## config.mk

```make
export PLATFORM = sky130hd
export DESIGN_NAME = scs_sync_unit
export DESIGN_NICKNAME = d
export VERILOG_FILES = /design/src/scs_pkg.sv /design/src/scs_dev_if.sv /design/src/scs_dev_calc.sv /design/src/scs_sync_unit.sv
export VERILOG_INCLUDE_DIRS = /design/src
export SDC_FILE = /design/constraint.sdc
export NUM_CORES = 2
export LEC_CHECK = 0
export BUFFER_PORTS_ARGS = -buffer_cell sky130_fd_sc_hd__buf_2
export CORE_UTILIZATION = 38
export CTS_BUF_LIST = sky130_fd_sc_hd__clkbuf_2 sky130_fd_sc_hd__clkbuf_4 sky130_fd_sc_hd__clkbuf_8
export CTS_CLUSTER_SIZE = 20
export DETAILED_ROUTE_END_ITERATION = 12
export GPL_ROUTABILITY_DRIVEN = 0
export RECOVER_POWER = 50
export SYNTH_ARGS = -nofsm -noshare
export SYNTH_HDL_FRONTEND = slang
export SYNTH_HIERARCHICAL = 1
export SYNTH_SLANG_ARGS = --single-unit
```

## constraint.sdc

```tcl
create_clock -name core_clk_i -period 20.2 [get_ports core_clk_i]
set_input_delay 2.02 -clock core_clk_i [delete_from_list [all_inputs] [get_ports core_clk_i]]
set_output_delay 2.02 -clock core_clk_i [all_outputs]
set_load 0.005 [all_outputs]
```

## src/scs_defs.svh

```systemverilog
/*
  Constants of the system clock sync unit: offsets, fields, ranges, timing.
  Assumes inclusion by bare name; all values are plain decimals or expressions of them unless sized.
*/
`ifndef SCS_DEFS_SVH
`define SCS_DEFS_SVH

// ==========================================================
// timing
`define SCS_CLK_HZ          125000000
`define SCS_TICK_MS         1
`define SCS_TICK_CYCLES     (`SCS_CLK_HZ / 1000 * `SCS_TICK_MS)
`define SCS_DAY_MS          86400000
`define SCS_MINUTE_MS       60000
`define SCS_HALF_MINUTE_MS  30000
`define SCS_STEP_LIMIT_S    4
`define SCS_STEP_LIMIT_MS   (`SCS_STEP_LIMIT_S * 1000)
`define SCS_LOSS_MIN_X10    15
`define SCS_LOSS_MS         (`SCS_LOSS_MIN_X10 * 6000)

// ==========================================================
// ranges
`define SCS_DEV_REPORT_MAX  32767
`define SCS_FILT_MAX        125
`define SCS_SRC_OFS_MAX_MS  10000000
`define SCS_ZONE_MAX        1500
`define SCS_ZONE_STEP_MS    36000
`define SCS_SUMMER_MS       3600000
`define SCS_AA_MAX_MS       1000000
`define SCS_PULSE_LINES     24
`define SCS_PULSE_NONE      8'hff

// ==========================================================
// register offsets
`define SCS_ADDR_CONFIG     8'h00
`define SCS_ADDR_ZONE       8'h04
`define SCS_ADDR_SRC_OFS    8'h08
`define SCS_ADDR_AUTO_ADJ   8'h0c
`define SCS_ADDR_TIME       8'h10
`define SCS_ADDR_STATUS     8'h14
`define SCS_ADDR_DEV        8'h18
`define SCS_ADDR_FILT_DEV   8'h1c

// ==========================================================
// field positions
`define SCS_CFG_STYLE_LSB   0
`define SCS_CFG_SUMMER_BIT  4
`define SCS_CFG_SEL_LSB     8
`define SCS_AA_LEAD_BIT     31
`define SCS_STAT_CNT_LSB    16

`endif

```

## src/scs_pkg.sv

```systemverilog
/*
  Types of the system clock sync unit.
  Assumes nothing beyond a SystemVerilog compiler.
*/
package scs_pkg;

  typedef enum logic [3:0] {
    SRC_INTERNAL,
    SRC_DI,
    SRC_SNTP,
    SRC_SERIAL_PROTO,
    SRC_MODBUS,
    SRC_MODBUS_TCP,
    SRC_PROFIBUS,
    SRC_IEC101,
    SRC_IEC103,
    SRC_DNP3,
    SRC_IRIG_B003,
    SRC_IRIG_B004
  } scs_src_t;

  typedef enum logic [1:0] {
    STYLE_YMD,
    STYLE_DMY,
    STYLE_MDY
  } scs_style_t;

endpackage

```

## src/scs_dev_if.sv

```systemverilog
/*
  Carrier between the sync unit and its deviation calculator.
  Assumes both ends share one clock.
*/
`timescale 1ns/1ps
`default_nettype none

interface scs_dev_if;
  logic               strobe;
  logic        [26:0] sys_ms;
  logic        [26:0] ref_ms;
  logic               done;
  logic               big;
  logic        [26:0] ref_q;
  logic signed [15:0] dev_rep;
  logic signed [7:0]  filt;

  modport calc (input strobe, sys_ms, ref_ms, output done, big, ref_q, dev_rep, filt);
  modport user (output strobe, sys_ms, ref_ms, input done, big, ref_q, dev_rep, filt);
endinterface

`default_nettype wire

```

## src/scs_dev_calc.sv

```systemverilog
/*
  Deviation calculator: signed system-minus-source difference, report and filter.
  Assumes one strobe per sync event and times within one day.
*/
`timescale 1ns/1ps
`default_nettype none
`include "scs_defs.svh"

module scs_dev_calc (
  // clock and reset
  input  wire logic core_clk_i,
  input  wire logic rst_i,
  // carrier
  scs_dev_if.calc   dv
);
  import scs_pkg::*;

  logic signed [28:0] diff;
  logic signed [28:0] norm;
  logic signed [28:0] avg;
  logic signed [28:0] mag;
  logic signed [28:0] prev_reg;
  logic               done_reg;
  logic               big_reg;
  logic        [26:0] ref_reg;
  logic signed [15:0] dev_reg;
  logic signed [7:0]  filt_reg;

  function automatic logic signed [28:0] f_sat(input logic signed [28:0] v, input logic signed [28:0] lim);
    if (v > lim)
      return lim;
    else if (v < -lim)
      return -lim;
    else
      return v;
  endfunction

  // ==========================================================
  // difference folded into plus or minus half a day
  always_comb
  begin
    diff = $signed({2'b00, dv.sys_ms}) - $signed({2'b00, dv.ref_ms});
    norm = diff;
    if (diff > $signed(29'(`SCS_DAY_MS / 2)))
      norm = diff - $signed(29'(`SCS_DAY_MS));
    else if (diff < -$signed(29'(`SCS_DAY_MS / 2)))
      norm = diff + $signed(29'(`SCS_DAY_MS));
    mag = (norm < 0) ? -norm : norm;
    avg = (norm + prev_reg) >>> 1;
  end

  // ==========================================================
  // registered results
  always_ff @(posedge core_clk_i)
  begin
    if (rst_i)
    begin
      done_reg <= 1'b0;
      big_reg  <= 1'b0;
      ref_reg  <= 27'h0;
      dev_reg  <= 16'sh0;
      filt_reg <= 8'sh0;
      prev_reg <= 29'sh0;
    end
    else
    begin
      done_reg <= dv.strobe;
      if (dv.strobe)
      begin
        ref_reg  <= dv.ref_ms;
        big_reg  <= mag >= $signed(29'(`SCS_STEP_LIMIT_MS));
        dev_reg  <= 16'(f_sat(norm, 29'(`SCS_DEV_REPORT_MAX)));
        if (mag >= $signed(29'(`SCS_STEP_LIMIT_MS)))
        begin
          filt_reg <= 8'(f_sat(norm, 29'(`SCS_FILT_MAX)));
          prev_reg <= 29'sh0;
        end
        else
        begin
          filt_reg <= 8'(f_sat(avg, 29'(`SCS_FILT_MAX)));
          prev_reg <= norm;
        end
      end
    end
  end

  assign dv.done    = done_reg;
  assign dv.big     = big_reg;
  assign dv.ref_q   = ref_reg;
  assign dv.dev_rep = dev_reg;
  assign dv.filt    = filt_reg;

endmodule

`default_nettype wire

```

## src/scs_sync_unit.sv

```systemverilog
/*
  System clock sync unit: time of day in ms, disciplined by minute pulses,
  protocol messages and time code, with learned 1 ms auto-adjust.
  Assumes messages and virtual lines come from logic on core_clk_i and that
  digital pulse lines and the time-code option strap are asynchronous pins.
*/
`timescale 1ns/1ps
`default_nettype none
`include "scs_defs.svh"

module scs_sync_unit #(
  parameter int TICK_CYCLES = `SCS_TICK_CYCLES,
  parameter int LOSS_MS     = `SCS_LOSS_MS
) (
  // clock and reset
  input  wire logic                 core_clk_i,
  input  wire logic                 rst_i,
  // register port
  input  wire logic [7:0]           reg_addr_i,
  input  wire logic [31:0]          reg_wdata_i,
  input  wire logic                 reg_wr_i,
  input  wire logic                 reg_rd_i,
  output logic      [31:0]          reg_rdata_o,
  // minute pulse lines
  input  wire logic [7:0]           pulse_di_i,
  input  wire logic [15:0]          pulse_virt_i,
  // sync messages
  input  wire logic                 msg_valid_i,
  input  wire scs_pkg::scs_src_t    msg_source_i,
  input  wire logic [26:0]          msg_time_ms_i,
  input  wire logic                 irig_fitted_i,
  // status
  output logic [26:0]               time_of_day_ms_o,
  output scs_pkg::scs_src_t         sync_source_o,
  output scs_pkg::scs_style_t       date_style_o,
  output logic                      ms_tick_o
);
  import scs_pkg::*;

  scs_dev_if dv ();

  logic [8:0]         pin_s1;
  logic [8:0]         pin_s2;
  logic [8:0]         pin_s3;
  logic [8:0]         pin_level_reg;
  logic [16:0]        tick_cnt_reg;
  logic               tick_reg;
  logic [26:0]        time_reg;
  logic [15:0]        debt_reg;
  logic               skip_reg;
  scs_style_t         style_reg;
  logic               summer_time_enable;
  logic [7:0]         pulse_input_select;
  logic signed [11:0] zone_offset_hours;
  logic signed [24:0] source_offset_seconds;
  logic [19:0]        auto_adjust_interval;
  logic               drift_sign;
  logic [19:0]        aa_cnt_reg;
  logic [19:0]        elapsed_reg;
  scs_src_t           active_sync_source;
  logic [15:0]        sync_event_count;
  logic [16:0]        loss_cnt_reg;
  logic               pulse_prev_reg;
  logic [31:0]        rdata_reg;
  logic               tick_out_reg;

  logic [23:0]        lines;
  logic               pulse_level;
  logic               pulse_edge;
  logic               msg_ok;
  logic               event_fire;
  logic [15:0]        min_rem;
  logic signed [33:0] ofs;
  logic signed [33:0] ref_raw;
  logic               aa_fire;
  logic               hold;
  logic [7:0]         slew_fwd;
  logic [7:0]         slew_back;
  logic [9:0]         adv;
  logic [16:0]        debt_sum;
  logic               wr_time;

  function automatic logic [26:0] f_wrap(input logic signed [33:0] v);
    logic signed [33:0] r;
    r = v;
    if (r < 0)
      r = r + $signed(34'(`SCS_DAY_MS));
    else if (r >= $signed(34'(`SCS_DAY_MS)))
      r = r - $signed(34'(`SCS_DAY_MS));
    return r[26:0];
  endfunction

  function automatic logic signed [31:0] f_clamp(input logic signed [31:0] v, input logic signed [31:0] lim);
    if (v > lim)
      return lim;
    else if (v < -lim)
      return -lim;
    else
      return v;
  endfunction

  function automatic logic f_wr(input logic [7:0] a);
    return reg_wr_i && (reg_addr_i == a);
  endfunction

  // ==========================================================
  // pin synchronisers: strap on top, digital lines below
  always_ff @(posedge core_clk_i)
  begin
    if (rst_i)
    begin
      pin_s1        <= 9'h0;
      pin_s2        <= 9'h0;
      pin_s3        <= 9'h0;
      pin_level_reg <= 9'h0;
    end
    else
    begin
      pin_s1 <= {irig_fitted_i, pulse_di_i};
      pin_s2 <= pin_s1;
      pin_s3 <= pin_s2;
      for (int i = 0; i < 9; i++)
        if (pin_s2[i] == pin_s3[i])
          pin_level_reg[i] <= pin_s3[i];
    end
  end

  // ==========================================================
  // 1 ms tick divider
  always_ff @(posedge core_clk_i)
  begin
    if (rst_i)
    begin
      tick_cnt_reg <= 17'h0;
      tick_reg     <= 1'b0;
    end
    else if (tick_cnt_reg == 17'(TICK_CYCLES - 1))
    begin
      tick_cnt_reg <= 17'h0;
      tick_reg     <= 1'b1;
    end
    else
    begin
      tick_cnt_reg <= tick_cnt_reg + 17'h1;
      tick_reg     <= 1'b0;
    end
  end

  // ==========================================================
  // event detection and reference time
  always_comb
  begin
    lines       = {pulse_virt_i, pin_level_reg[7:0]};
    pulse_level = (pulse_input_select < 8'(`SCS_PULSE_LINES)) ? lines[pulse_input_select[4:0]] : 1'b0;
    pulse_edge  = pulse_level && !pulse_prev_reg;
    msg_ok      = msg_valid_i && (msg_source_i != SRC_INTERNAL) && (msg_source_i != SRC_DI)
                  && (msg_source_i <= SRC_IRIG_B004)
                  && (((msg_source_i != SRC_IRIG_B003) && (msg_source_i != SRC_IRIG_B004))
                      || pin_level_reg[8]);
    event_fire  = msg_ok || pulse_edge;
    min_rem     = 16'(time_reg % 27'(`SCS_MINUTE_MS));
    ofs         = 34'(source_offset_seconds);
    if (msg_source_i == SRC_SNTP)
    begin
      ofs = ofs + 34'(zone_offset_hours) * $signed(34'(`SCS_ZONE_STEP_MS));
      if (summer_time_enable)
        ofs = ofs + $signed(34'(`SCS_SUMMER_MS));
    end
    if (msg_ok)
      ref_raw = $signed({7'h0, msg_time_ms_i}) + ofs;
    else if (min_rem >= 16'(`SCS_HALF_MINUTE_MS))
      ref_raw = $signed({7'h0, time_reg}) - $signed({18'h0, min_rem}) + $signed(34'(`SCS_MINUTE_MS));
    else
      ref_raw = $signed({7'h0, time_reg}) - $signed({18'h0, min_rem});
  end

  assign dv.strobe = event_fire;
  assign dv.sys_ms = time_reg;
  assign dv.ref_ms = f_wrap(ref_raw);

  scs_dev_calc u_dev (
    .core_clk_i (core_clk_i),
    .rst_i      (rst_i),
    .dv         (dv.calc)
  );

  // ==========================================================
  // clock advance: tick, auto-adjust, slewing
  always_comb
  begin
    wr_time   = f_wr(`SCS_ADDR_TIME);
    aa_fire   = tick_reg && (auto_adjust_interval != 20'h0) && ((aa_cnt_reg + 20'h1) >= auto_adjust_interval);
    hold      = tick_reg && (debt_reg != 16'h0) && skip_reg;
    slew_fwd  = (dv.done && !dv.big && (dv.filt < 0)) ? 8'(-dv.filt) : 8'h0;
    slew_back = (dv.done && !dv.big && (dv.filt > 0)) ? 8'(dv.filt) : 8'h0;
    adv       = {9'h0, tick_reg && !hold} + {9'h0, aa_fire && !drift_sign} + {2'h0, slew_fwd};
    debt_sum  = {1'b0, debt_reg} - {16'h0, hold} + {16'h0, aa_fire && drift_sign} + {9'h0, slew_back};
  end

  always_ff @(posedge core_clk_i)
  begin
    if (rst_i)
    begin
      time_reg <= 27'h0;
      debt_reg <= 16'h0;
      skip_reg <= 1'b0;
    end
    else if (wr_time)
    begin
      time_reg <= f_wrap($signed({2'b00, reg_wdata_i}));
      debt_reg <= 16'h0;
    end
    else if (dv.done && dv.big)
    begin
      time_reg <= dv.ref_q;
      debt_reg <= 16'h0;
    end
    else
    begin
      time_reg <= f_wrap($signed({7'h0, time_reg}) + $signed({24'h0, adv}));
      debt_reg <= debt_sum[16] ? 16'hffff : debt_sum[15:0];
      if (tick_reg && (debt_reg != 16'h0))
        skip_reg <= !skip_reg;
    end
  end

  // ==========================================================
  // drift learning and auto-adjust timer
  always_ff @(posedge core_clk_i)
  begin
    if (rst_i)
    begin
      auto_adjust_interval <= 20'h0;
      drift_sign           <= 1'b0;
      aa_cnt_reg           <= 20'h0;
      elapsed_reg          <= 20'h0;
    end
    else
    begin
      if (aa_fire)
        aa_cnt_reg <= 20'h0;
      else if (tick_reg)
        aa_cnt_reg <= aa_cnt_reg + 20'h1;
      if (dv.done)
        elapsed_reg <= 20'h0;
      else if (tick_reg && (elapsed_reg < 20'(`SCS_AA_MAX_MS)))
        elapsed_reg <= elapsed_reg + 20'h1;
      if (f_wr(`SCS_ADDR_AUTO_ADJ))
      begin
        auto_adjust_interval <= 20'(f_clamp($signed({12'h0, reg_wdata_i[19:0]}), 32'(`SCS_AA_MAX_MS)));
        drift_sign           <= reg_wdata_i[`SCS_AA_LEAD_BIT];
      end
      else if (dv.done && !dv.big && (dv.filt != 0))
      begin
        if (auto_adjust_interval == 20'h0)
        begin
          auto_adjust_interval <= elapsed_reg;
          drift_sign           <= dv.filt > 0;
        end
        else if ((dv.filt > 0) == drift_sign)
          auto_adjust_interval <= auto_adjust_interval - (auto_adjust_interval >> 3);
        else if (auto_adjust_interval > (20'(`SCS_AA_MAX_MS) - (auto_adjust_interval >> 3)))
          auto_adjust_interval <= 20'h0;
        else
          auto_adjust_interval <= auto_adjust_interval + (auto_adjust_interval >> 3);
      end
    end
  end

  // ==========================================================
  // source tracking, loss timeout, event counting
  always_ff @(posedge core_clk_i)
  begin
    if (rst_i)
    begin
      active_sync_source <= SRC_INTERNAL;
      sync_event_count   <= 16'h0;
      loss_cnt_reg       <= 17'h0;
      pulse_prev_reg     <= 1'b0;
    end
    else
    begin
      pulse_prev_reg <= pulse_level;
      if (event_fire)
      begin
        active_sync_source <= msg_ok ? msg_source_i : SRC_DI;
        sync_event_count   <= sync_event_count + 16'h1;
        loss_cnt_reg       <= 17'h0;
      end
      else if (tick_reg && (active_sync_source != SRC_INTERNAL))
      begin
        if (loss_cnt_reg >= 17'(LOSS_MS - 1))
        begin
          active_sync_source <= SRC_INTERNAL;
          loss_cnt_reg       <= 17'h0;
        end
        else
          loss_cnt_reg <= loss_cnt_reg + 17'h1;
      end
    end
  end

  // ==========================================================
  // settings
  always_ff @(posedge core_clk_i)
  begin
    if (rst_i)
    begin
      style_reg             <= STYLE_YMD;
      summer_time_enable    <= 1'b0;
      pulse_input_select    <= `SCS_PULSE_NONE;
      zone_offset_hours     <= 12'sh0;
      source_offset_seconds <= 25'sh0;
    end
    else
    begin
      if (f_wr(`SCS_ADDR_CONFIG))
      begin
        if (reg_wdata_i[`SCS_CFG_STYLE_LSB +: 2] != 2'h3)
          style_reg <= scs_style_t'(reg_wdata_i[`SCS_CFG_STYLE_LSB +: 2]);
        summer_time_enable <= reg_wdata_i[`SCS_CFG_SUMMER_BIT];
        pulse_input_select <= reg_wdata_i[`SCS_CFG_SEL_LSB +: 8];
      end
      if (f_wr(`SCS_ADDR_ZONE))
        zone_offset_hours <= 12'(f_clamp($signed(reg_wdata_i), 32'(`SCS_ZONE_MAX)));
      if (f_wr(`SCS_ADDR_SRC_OFS))
        source_offset_seconds <= 25'(f_clamp($signed(reg_wdata_i), 32'(`SCS_SRC_OFS_MAX_MS)));
    end
  end

  // ==========================================================
  // read data, one cycle after the strobe
  always_ff @(posedge core_clk_i)
  begin
    if (rst_i)
      rdata_reg <= 32'h0;
    else if (!reg_rd_i)
      rdata_reg <= 32'h0;
    else
      case (reg_addr_i)
        `SCS_ADDR_CONFIG:   rdata_reg <= {16'h0, pulse_input_select, 3'h0, summer_time_enable, 2'h0, style_reg};
        `SCS_ADDR_ZONE:     rdata_reg <= 32'(zone_offset_hours);
        `SCS_ADDR_SRC_OFS:  rdata_reg <= 32'(source_offset_seconds);
        `SCS_ADDR_AUTO_ADJ: rdata_reg <= {drift_sign, 11'h0, auto_adjust_interval};
        `SCS_ADDR_TIME:     rdata_reg <= {5'h0, time_reg};
        `SCS_ADDR_STATUS:   rdata_reg <= {sync_event_count, 12'h0, active_sync_source};
        `SCS_ADDR_DEV:      rdata_reg <= 32'(dv.dev_rep);
        `SCS_ADDR_FILT_DEV: rdata_reg <= 32'(dv.filt);
        default:            rdata_reg <= 32'h0;
      endcase
  end

  always_ff @(posedge core_clk_i)
  begin
    if (rst_i)
      tick_out_reg <= 1'b0;
    else
      tick_out_reg <= tick_reg;
  end

  assign reg_rdata_o      = rdata_reg;
  assign time_of_day_ms_o = time_reg;
  assign sync_source_o    = active_sync_source;
  assign date_style_o     = style_reg;
  assign ms_tick_o        = tick_out_reg;

endmodule

`default_nettype wire

```

# Yosys cells after proc, flatten, opt, wreduce, memory -nomap -nowiden
# Cells that the tools add are included.
[word_totals]
output_inout_bits = 66
word_cells = 227
input_bits = 101
register_bits = 360
[op_classes]
multipliers = 1
addsub = 30
mux = 48
magnitude_cmp = 30
n_eq_ne = 23
bitwise_logic = 3
div_mod_pow = 1
n_reduce_logical = 53
[op_table]
columns = ["op", "n"]
rows = [
  ["case mux 32 bit (8 select lines)", 1],
  ["2-to-1 mux 27 bit", 7],
  ["2-to-1 mux 34 bit", 4],
  ["2-to-1 mux 20 bit", 6],
  ["2-to-1 mux 29 bit", 4],
  ["subtractor 27 bit, second input constant", 3],
  ["2-to-1 mux 8 bit", 7],
  ["adder 27 bit, second input constant", 2],
  ["2-to-1 mux 25 bit", 2],
  ["2-to-1 mux 16 bit", 3],
  ["adder 20 x 1 -> 20 bit, second input constant", 2],
  ["adder 17 x 1 -> 17 bit, second input constant", 2],
  ["adder 28 x 34 -> 34 bit", 1],
  ["adder 34 x 17 -> 34 bit, second input constant", 1],
  [">= comparator 34 x 28 -> 1 bit, second input constant", 1],
  ["< comparator 34 x 1 -> 1 bit, second input constant", 1],
  ["equality test 8 x 5 -> 1 bit, second input constant", 4],
  [">= comparator 32 x 27 -> 1 bit, second input constant", 1],
  ["> comparator 32 x 12 -> 1 bit, second input constant", 1],
  ["> comparator 32 x 25 -> 1 bit, second input constant", 1],
  ["< comparator 32 x 12 -> 1 bit, second input constant", 1],
  ["< comparator 32 x 25 -> 1 bit, second input constant", 1],
  ["nonzero test 32 bit", 1],
  ["adder 30 x 23 -> 31 bit, second input constant", 1],
  ["other kinds (70)", 131],
]

# Longest topological paths before layout
[depth]
depth_word = 19
mapped_depth = 109
ltp_nobuf = 92

# Hierarchy
# Netlist, hierarchy kept.
[modules_own_cells]
columns = ["module", "seq_area_each_um2", "area_per_inst_um2", "n_inst", "cells_per_inst"]
rows = [
  ["scs_sync_unit", 5565.3, 31580.3, 1, 4241],
  ["scs_dev_calc", 1641.6, 8579.5, 1, 1100],
]

# Worst setup path before layout
# OpenSTA, ideal clock, no wires.
[synth_path]
path_kind = "flip-flop to flip-flop"
start = "register time_reg[5], in the netlist time_of_day_ms_o[5]"
end = "register u_dev.filt_reg[2], in the netlist u_dev/dv.filt[2]"
arrival_time_ns = 21.834
path_slack_ns = -1.692
t_required_ns = 20.142
period_less_slack_ns = 21.892
path_stages_with_launch = 100
setup_ns = 0.058
n_path_buf = 11
path_cell_list = "dfxtp_1 -> clkbuf_1 -> or3_1 -> or4_4 -> nor4_4 -> nand4_1 -> o21ai_2 -> o31ai_1 -> o211ai_2 -> o221ai_1 -> a2111o_1 -> xnor2_2 -> o32a_2 -> o21a_1 -> nor2_1 -> a21oi_1 -> o21ai_1 -> mux2i_1 -> [... 64 more ...] -> a211oi_2 -> ha_1 -> nand2_1 -> nor2_1 -> nand2_1 -> o21a_1 -> a21oi_1 -> a31oi_1 -> a21boi_0 -> xor2_1 -> nand4_1 -> or3_1 -> nor4_1 -> nand3_1 -> o31ai_1 -> a21oi_1 -> a31oi_1 -> o21a_1"
[synth_between]
elab_chain_cells = 17
elab_cells_between_ends = 33
classes_between = "9 x add/sub; 1 x div; 11 x order compare; 12 x mux"
[synth_lines]
columns = ["element", "line", "text"]
rows = [
  ["from (decl)", "scs_sync_unit.sv:48", "logic [26:0] time_reg;"],
  ["from (signal assigned)", "scs_sync_unit.sv:210", "time_reg <= f_wrap($signed({2'b00, reg_wdata_i}));"],
  ["from (signal assigned)", "scs_sync_unit.sv:215", "time_reg <= dv.ref_q;"],
  ["from (signal assigned)", "scs_sync_unit.sv:220", "time_reg <= f_wrap($signed({7'h0, time_reg}) + $signed({24'h0, adv}));"],
  ["modulo 27 x 16 -> 27 bit", "scs_sync_unit.sv:161", "min_rem = 16'(time_reg % 27'(`SCS_MINUTE_MS));"],
  ["subtractor 27 x 16 -> 28 bit", "scs_sync_unit.sv:172, scs_sync_unit.sv:174", ""],
  ["adder 34 x 17 -> 34 bit", "scs_sync_unit.sv:172", "ref_raw = $signed({7'h0, time_reg}) - $signed({18'h0, min_rem}) + $signed(34'(`SCS_MINUTE_MS));"],
  ["2-to-1 mux 34 bit (*)", "scs_sync_unit.sv:171", "else if (min_rem >= 16'(`SCS_HALF_MINUTE_MS))"],
  ["2-to-1 mux 34 bit (*)", "scs_sync_unit.sv:169", "if (msg_ok)"],
  ["subtractor 27 bit or >= comparator 34 x 28 -> 1 bit (tied branches)", "scs_sync_unit.sv:89, scs_sync_unit.sv:88", ""],
  ["2-to-1 mux 27 bit", "scs_sync_unit.sv:88", "else if (r >= $signed(34'(`SCS_DAY_MS)))"],
  ["2-to-1 mux 27 bit (*)", "scs_sync_unit.sv:86", "if (r < 0)"],
  ["net dv.ref_ms[11]", "scs_dev_if.sv:11", "logic [26:0] ref_ms;"],
  ["[... 1 more ...]", "n/a", ""],
  ["adder 29 x 28 -> 29 bit or < comparator 29 x 27 -> 1 bit (tied branches)", "scs_dev_calc.sv:47, scs_dev_calc.sv:46", ""],
  ["2-to-1 mux 29 bit", "scs_dev_calc.sv:46", "else if (diff < -$signed(29'(`SCS_DAY_MS / 2)))"],
  ["2-to-1 mux 29 bit (*)", "scs_dev_calc.sv:44", "if (diff > $signed(29'(`SCS_DAY_MS / 2)))"],
  ["adder 29 bit", "scs_dev_calc.sv:49", "avg = (norm + prev_reg) >>> 1;"],
  ["< comparator 28 x 8 -> 1 bit", "scs_dev_calc.sv:32", "else if (v < -lim)"],
  ["2-to-1 mux 8 bit", "scs_dev_calc.sv:32", ""],
  ["2-to-1 mux 8 bit", "scs_dev_calc.sv:30", "if (v > lim)"],
  ["2-to-1 mux 8 bit (*)", "scs_dev_calc.sv:73", "if (mag >= $signed(29'(`SCS_STEP_LIMIT_MS)))"],
  ["to (signal assigned)", "scs_dev_calc.sv:75", "filt_reg <= 8'(f_sat(norm, 29'(`SCS_FILT_MAX)));"],
  ["to (signal assigned)", "scs_dev_calc.sv:80", "filt_reg <= 8'(f_sat(avg, 29'(`SCS_FILT_MAX)));"],
  ["to (decl)", "scs_dev_calc.sv:27", "logic signed [7:0] filt_reg;"],
]
# The timed path passes the listed nets; every way through them passes the cells marked *.
# A chain may end at the register's enable or synchronous reset.

# Worst setup path in the final report
[layout_path]
start = "register time_reg[7], in the netlist time_of_day_ms_o[7]"
end = "register u_dev.filt_reg[5], in the netlist u_dev/dv.filt[5]"
# Same word-level chain as after synthesis.

==> results_dict.tcl <==
set metrics [dict create \
    status "complete, but fails checks" \
    violations "negative setup slack" \
    grtUsageTotal 0.273 \
    finalInstanceArea_mm2 0.0540 \
    cts_tree "built" \
    antenna_found_initial 8 \
    drc 0 \
    max_freq_mhz 46.6 \
    skew_ns 0.0391 \
    n_fill_cell 9874 \
    die_width_um 327 \
    setup_violations 53 \
    worst_setup_path_start_kind "flip-flop" \
    switching_share 0.486 \
    wl_per_cell_um 19.8 \
    min_period_ns 21.47 \
    syn_area_per_cell_um2 7.52 \
    synth_area_leader_cell "dfxtp_1" \
    yosysTopAreaCellShare 0.179 \
    ys.warnings.count 6 \
    p_per_area_mw_per_mm2 220 \
    die-area_mm2 0.107 \
    die_height_um 327 \
    rsz0062_at_grt "true" \
    vdd_drop_max_mv 0.269 \
    endpoint_kind "flip-flop" \
    path_clk_slew_ns 0.07 \
    grt_pass1_vias 42900 \
    core_area_mm2 0.104 \
    cpPeakStageDelay_ns 0.56 \
    synthArstFlopShare 0 \
    worstPathArrival_ns 22.13 \
    synth.distinct_cells 151 \
    portBuffers 166 \
    cts-hold-fix-buffers 0 \
    ant_nets 0 \
    clock_latency_ns 0.71 \
    worstMarginPinSlew_ns 1.24 \
    layout-drive-gt1-share 0.297 \
    crit_type "flip-flop to flip-flop" \
    layout.nets 6824 \
    syn2layout_area_growth_pct 34.5 \
    dpl-instance-area_mm2 0.0495 \
    ios 167 \
    dpl.hpwl_mm 119 \
    path_max_fanout 8 \
    synth-seq-cells 360 \
    power_mw 11.9 \
    synth-main-ff-cell "dfxtp_1" \
    min_path_type "flip-flop to flip-flop" \
    cts_sinks 360 \
    ys_seq_area_frac 0.179 \
    cts.htree.levels 2 \
    fin_ws_ns -1.27 \
    p_switching_mw 5.77 \
    synth_fp_nets 5794 \
    syn_inst 5341 \
    pwr-share-clk 0.070 \
    power_frac_seq 0.071 \
    synth.area.top_cells "dfxtp_1 (18%), ha_1 (9.9%), xnor2_1 (5.9%), a21oi_1 (5.0%), nand2_1 (4.9%)" \
    via_per_inst 5.79 \
    synth-edff-count 0 \
    multi_input_area_mm2 0.0334 \
    period_share 1.06 \
    pwr-share-comb 0.859 \
    hold_viol 0 \
    worstPathRequired_ns 20.85 \
    maxCapViolCount 0 \
    drt_iter0_drc 3824 \
    gr-total-overflow 0 \
    dr.pass1.iters 9 \
    largest_reg_flops 32 \
    crit_top_cell "buf_4" \
    slew_viol_final 0 \
    slew_headroom 0.170 \
    cellLeakagePower_nw 22.7 \
    clock_path_buffers 3 \
    vias 45100 \
    initial_core_util 0.386 \
    whs_ns 0.434 \
    routed_wl_mm 154 \
    grt_max_degree 162 \
    root_buffer "clkbuf_8" \
    seq_area_mm2 0.00721 \
    intPower_mw 6.10 \
    num_rows 118 \
    numCtsBuffers 59 \
    synthesis.area_mm2 0.0402 \
    slowest_stage "or4_4" \
    grt_pass1_wl_mm 236 \
]
Yosys cell counts (76+ instances only):
cell,number
nand2_1,521
nor2_1,514
a21oi_1,400
dfxtp_1,360
ha_1,318
inv_1,278
xnor2_1,271
o21ai_0,219
clkbuf_1,190
xor2_1,167
nand3_1,150
a211oi_1,148
nor3_1,122
mux2i_1,88
o21bai_1,76
layer usage:
metal / vias to the layer above / wire length [um] / track usage
met3: 418 / 12600 / 0.0467
met4: 6 / 6830 / 0.108
li1: 21600 / - / -
met5: - / 43 / 0
met2: 1836 / 70200 / 0.452
met1: 21300 / 64400 / 0.350
worst paths after layout:
kind,slack (ns),endpoint,cells after the start,start
setup reg to reg,-1.27,u_dev/dv.filt[5],98,time_of_day_ms_o[7]
hold / removal,0.43,pin_s2[6],1,pin_s1[6]
hold reg to reg,0.43,pin_s2[6],1,pin_s1[6]
setup / recovery,-1.27,u_dev/dv.filt[5],98,time_of_day_ms_o[7]
power groups by stage:
stage          Combinational [mW]  Clock, mW  Sequential (mW)
4_1_cts                      9.14      0.849            0.836
5_1_grt                      10.8      0.877            0.843
6_report                     10.2      0.836            0.838
2_1_floorplan                4.75          0            0.822
3_5_place_dp                 8.30          0            0.851
3_3_place_gp                 8.26          0            0.850
repair_timing:
item / in CTS / in global routing
pin swaps: 159 / 128
resized for setup: 208 / 202
setup buffers: 78 / 41
setup endpoints to repair: 54 / 54
cloned: 2 / 2
kinds of logic after synthesis:
logic type,share of synthesized area
simple gates,0.230
xor+xnor,0.0980
compound gates,0.291
mux,0.0308
buf+inv,0.0533
fa+ha+maj,0.118
flops,0.179
cell usage in the layout, fill, tap and decap left out, types with 103 or more instances in the layout:
| cell | instances |
|---|---|
| xnor2_1 | 246 |
| dfxtp_1 | 358 |
| xor2_1 | 157 |
| o21ai_0 | 199 |
| nand2_1 | 498 |
| nor3_1 | 105 |
| buf_2 | 165 |
| a211oi_1 | 103 |
| nand3_1 | 141 |
| a21oi_1 | 354 |
| buf_4 | 1002 |
| nor2_1 | 492 |
| inv_1 | 272 |
| ha_1 | 297 |
through the flow:
stage	setup WS, ns	TNS [ns]	util	std cells
after detailed placement	-1.64	-54.05	0.475	7573
after global routing	-2.12	-73.16	0.519	7800
final	-1.27	-33.94	0.519	7803
after global placement	-1.42	-43.83	0.475	7573
after CTS	-0.978	-15.38	0.506	7758
after floorplan	-0.550	-4.24	-	5341
final cells by class:
type | instances | share of cell area
diodes | 6 | 0.000278
clock buffers | 81 | 0.0199
clock inverters | 26 | 0.00820
inverters | 281 | 0.0196
multi-input cells | 4444 | 0.618
flip-flops and latches | 360 | 0.133
well taps | 1380 | 0.0320
repair buffers | 1225 | 0.169
critical path, delay by kind of cell (launching register included):
| family | cells | cell delay (ns) |
|---|---|---|
| AO/OA/AOI/OAI | 47 | 10.10 |
| AND/OR/NAND/NOR | 24 | 6.25 |
| buffers and inverters | 15 | 2.20 |
| XOR/XNOR | 7 | 1.19 |
| adder cells (fa/ha/maj) | 4 | 1.09 |
| flip-flops | 1 | 0.32 |
| multiplexers | 1 | 0.25 |
No activity file was read; power rests on OpenSTA's default activity.
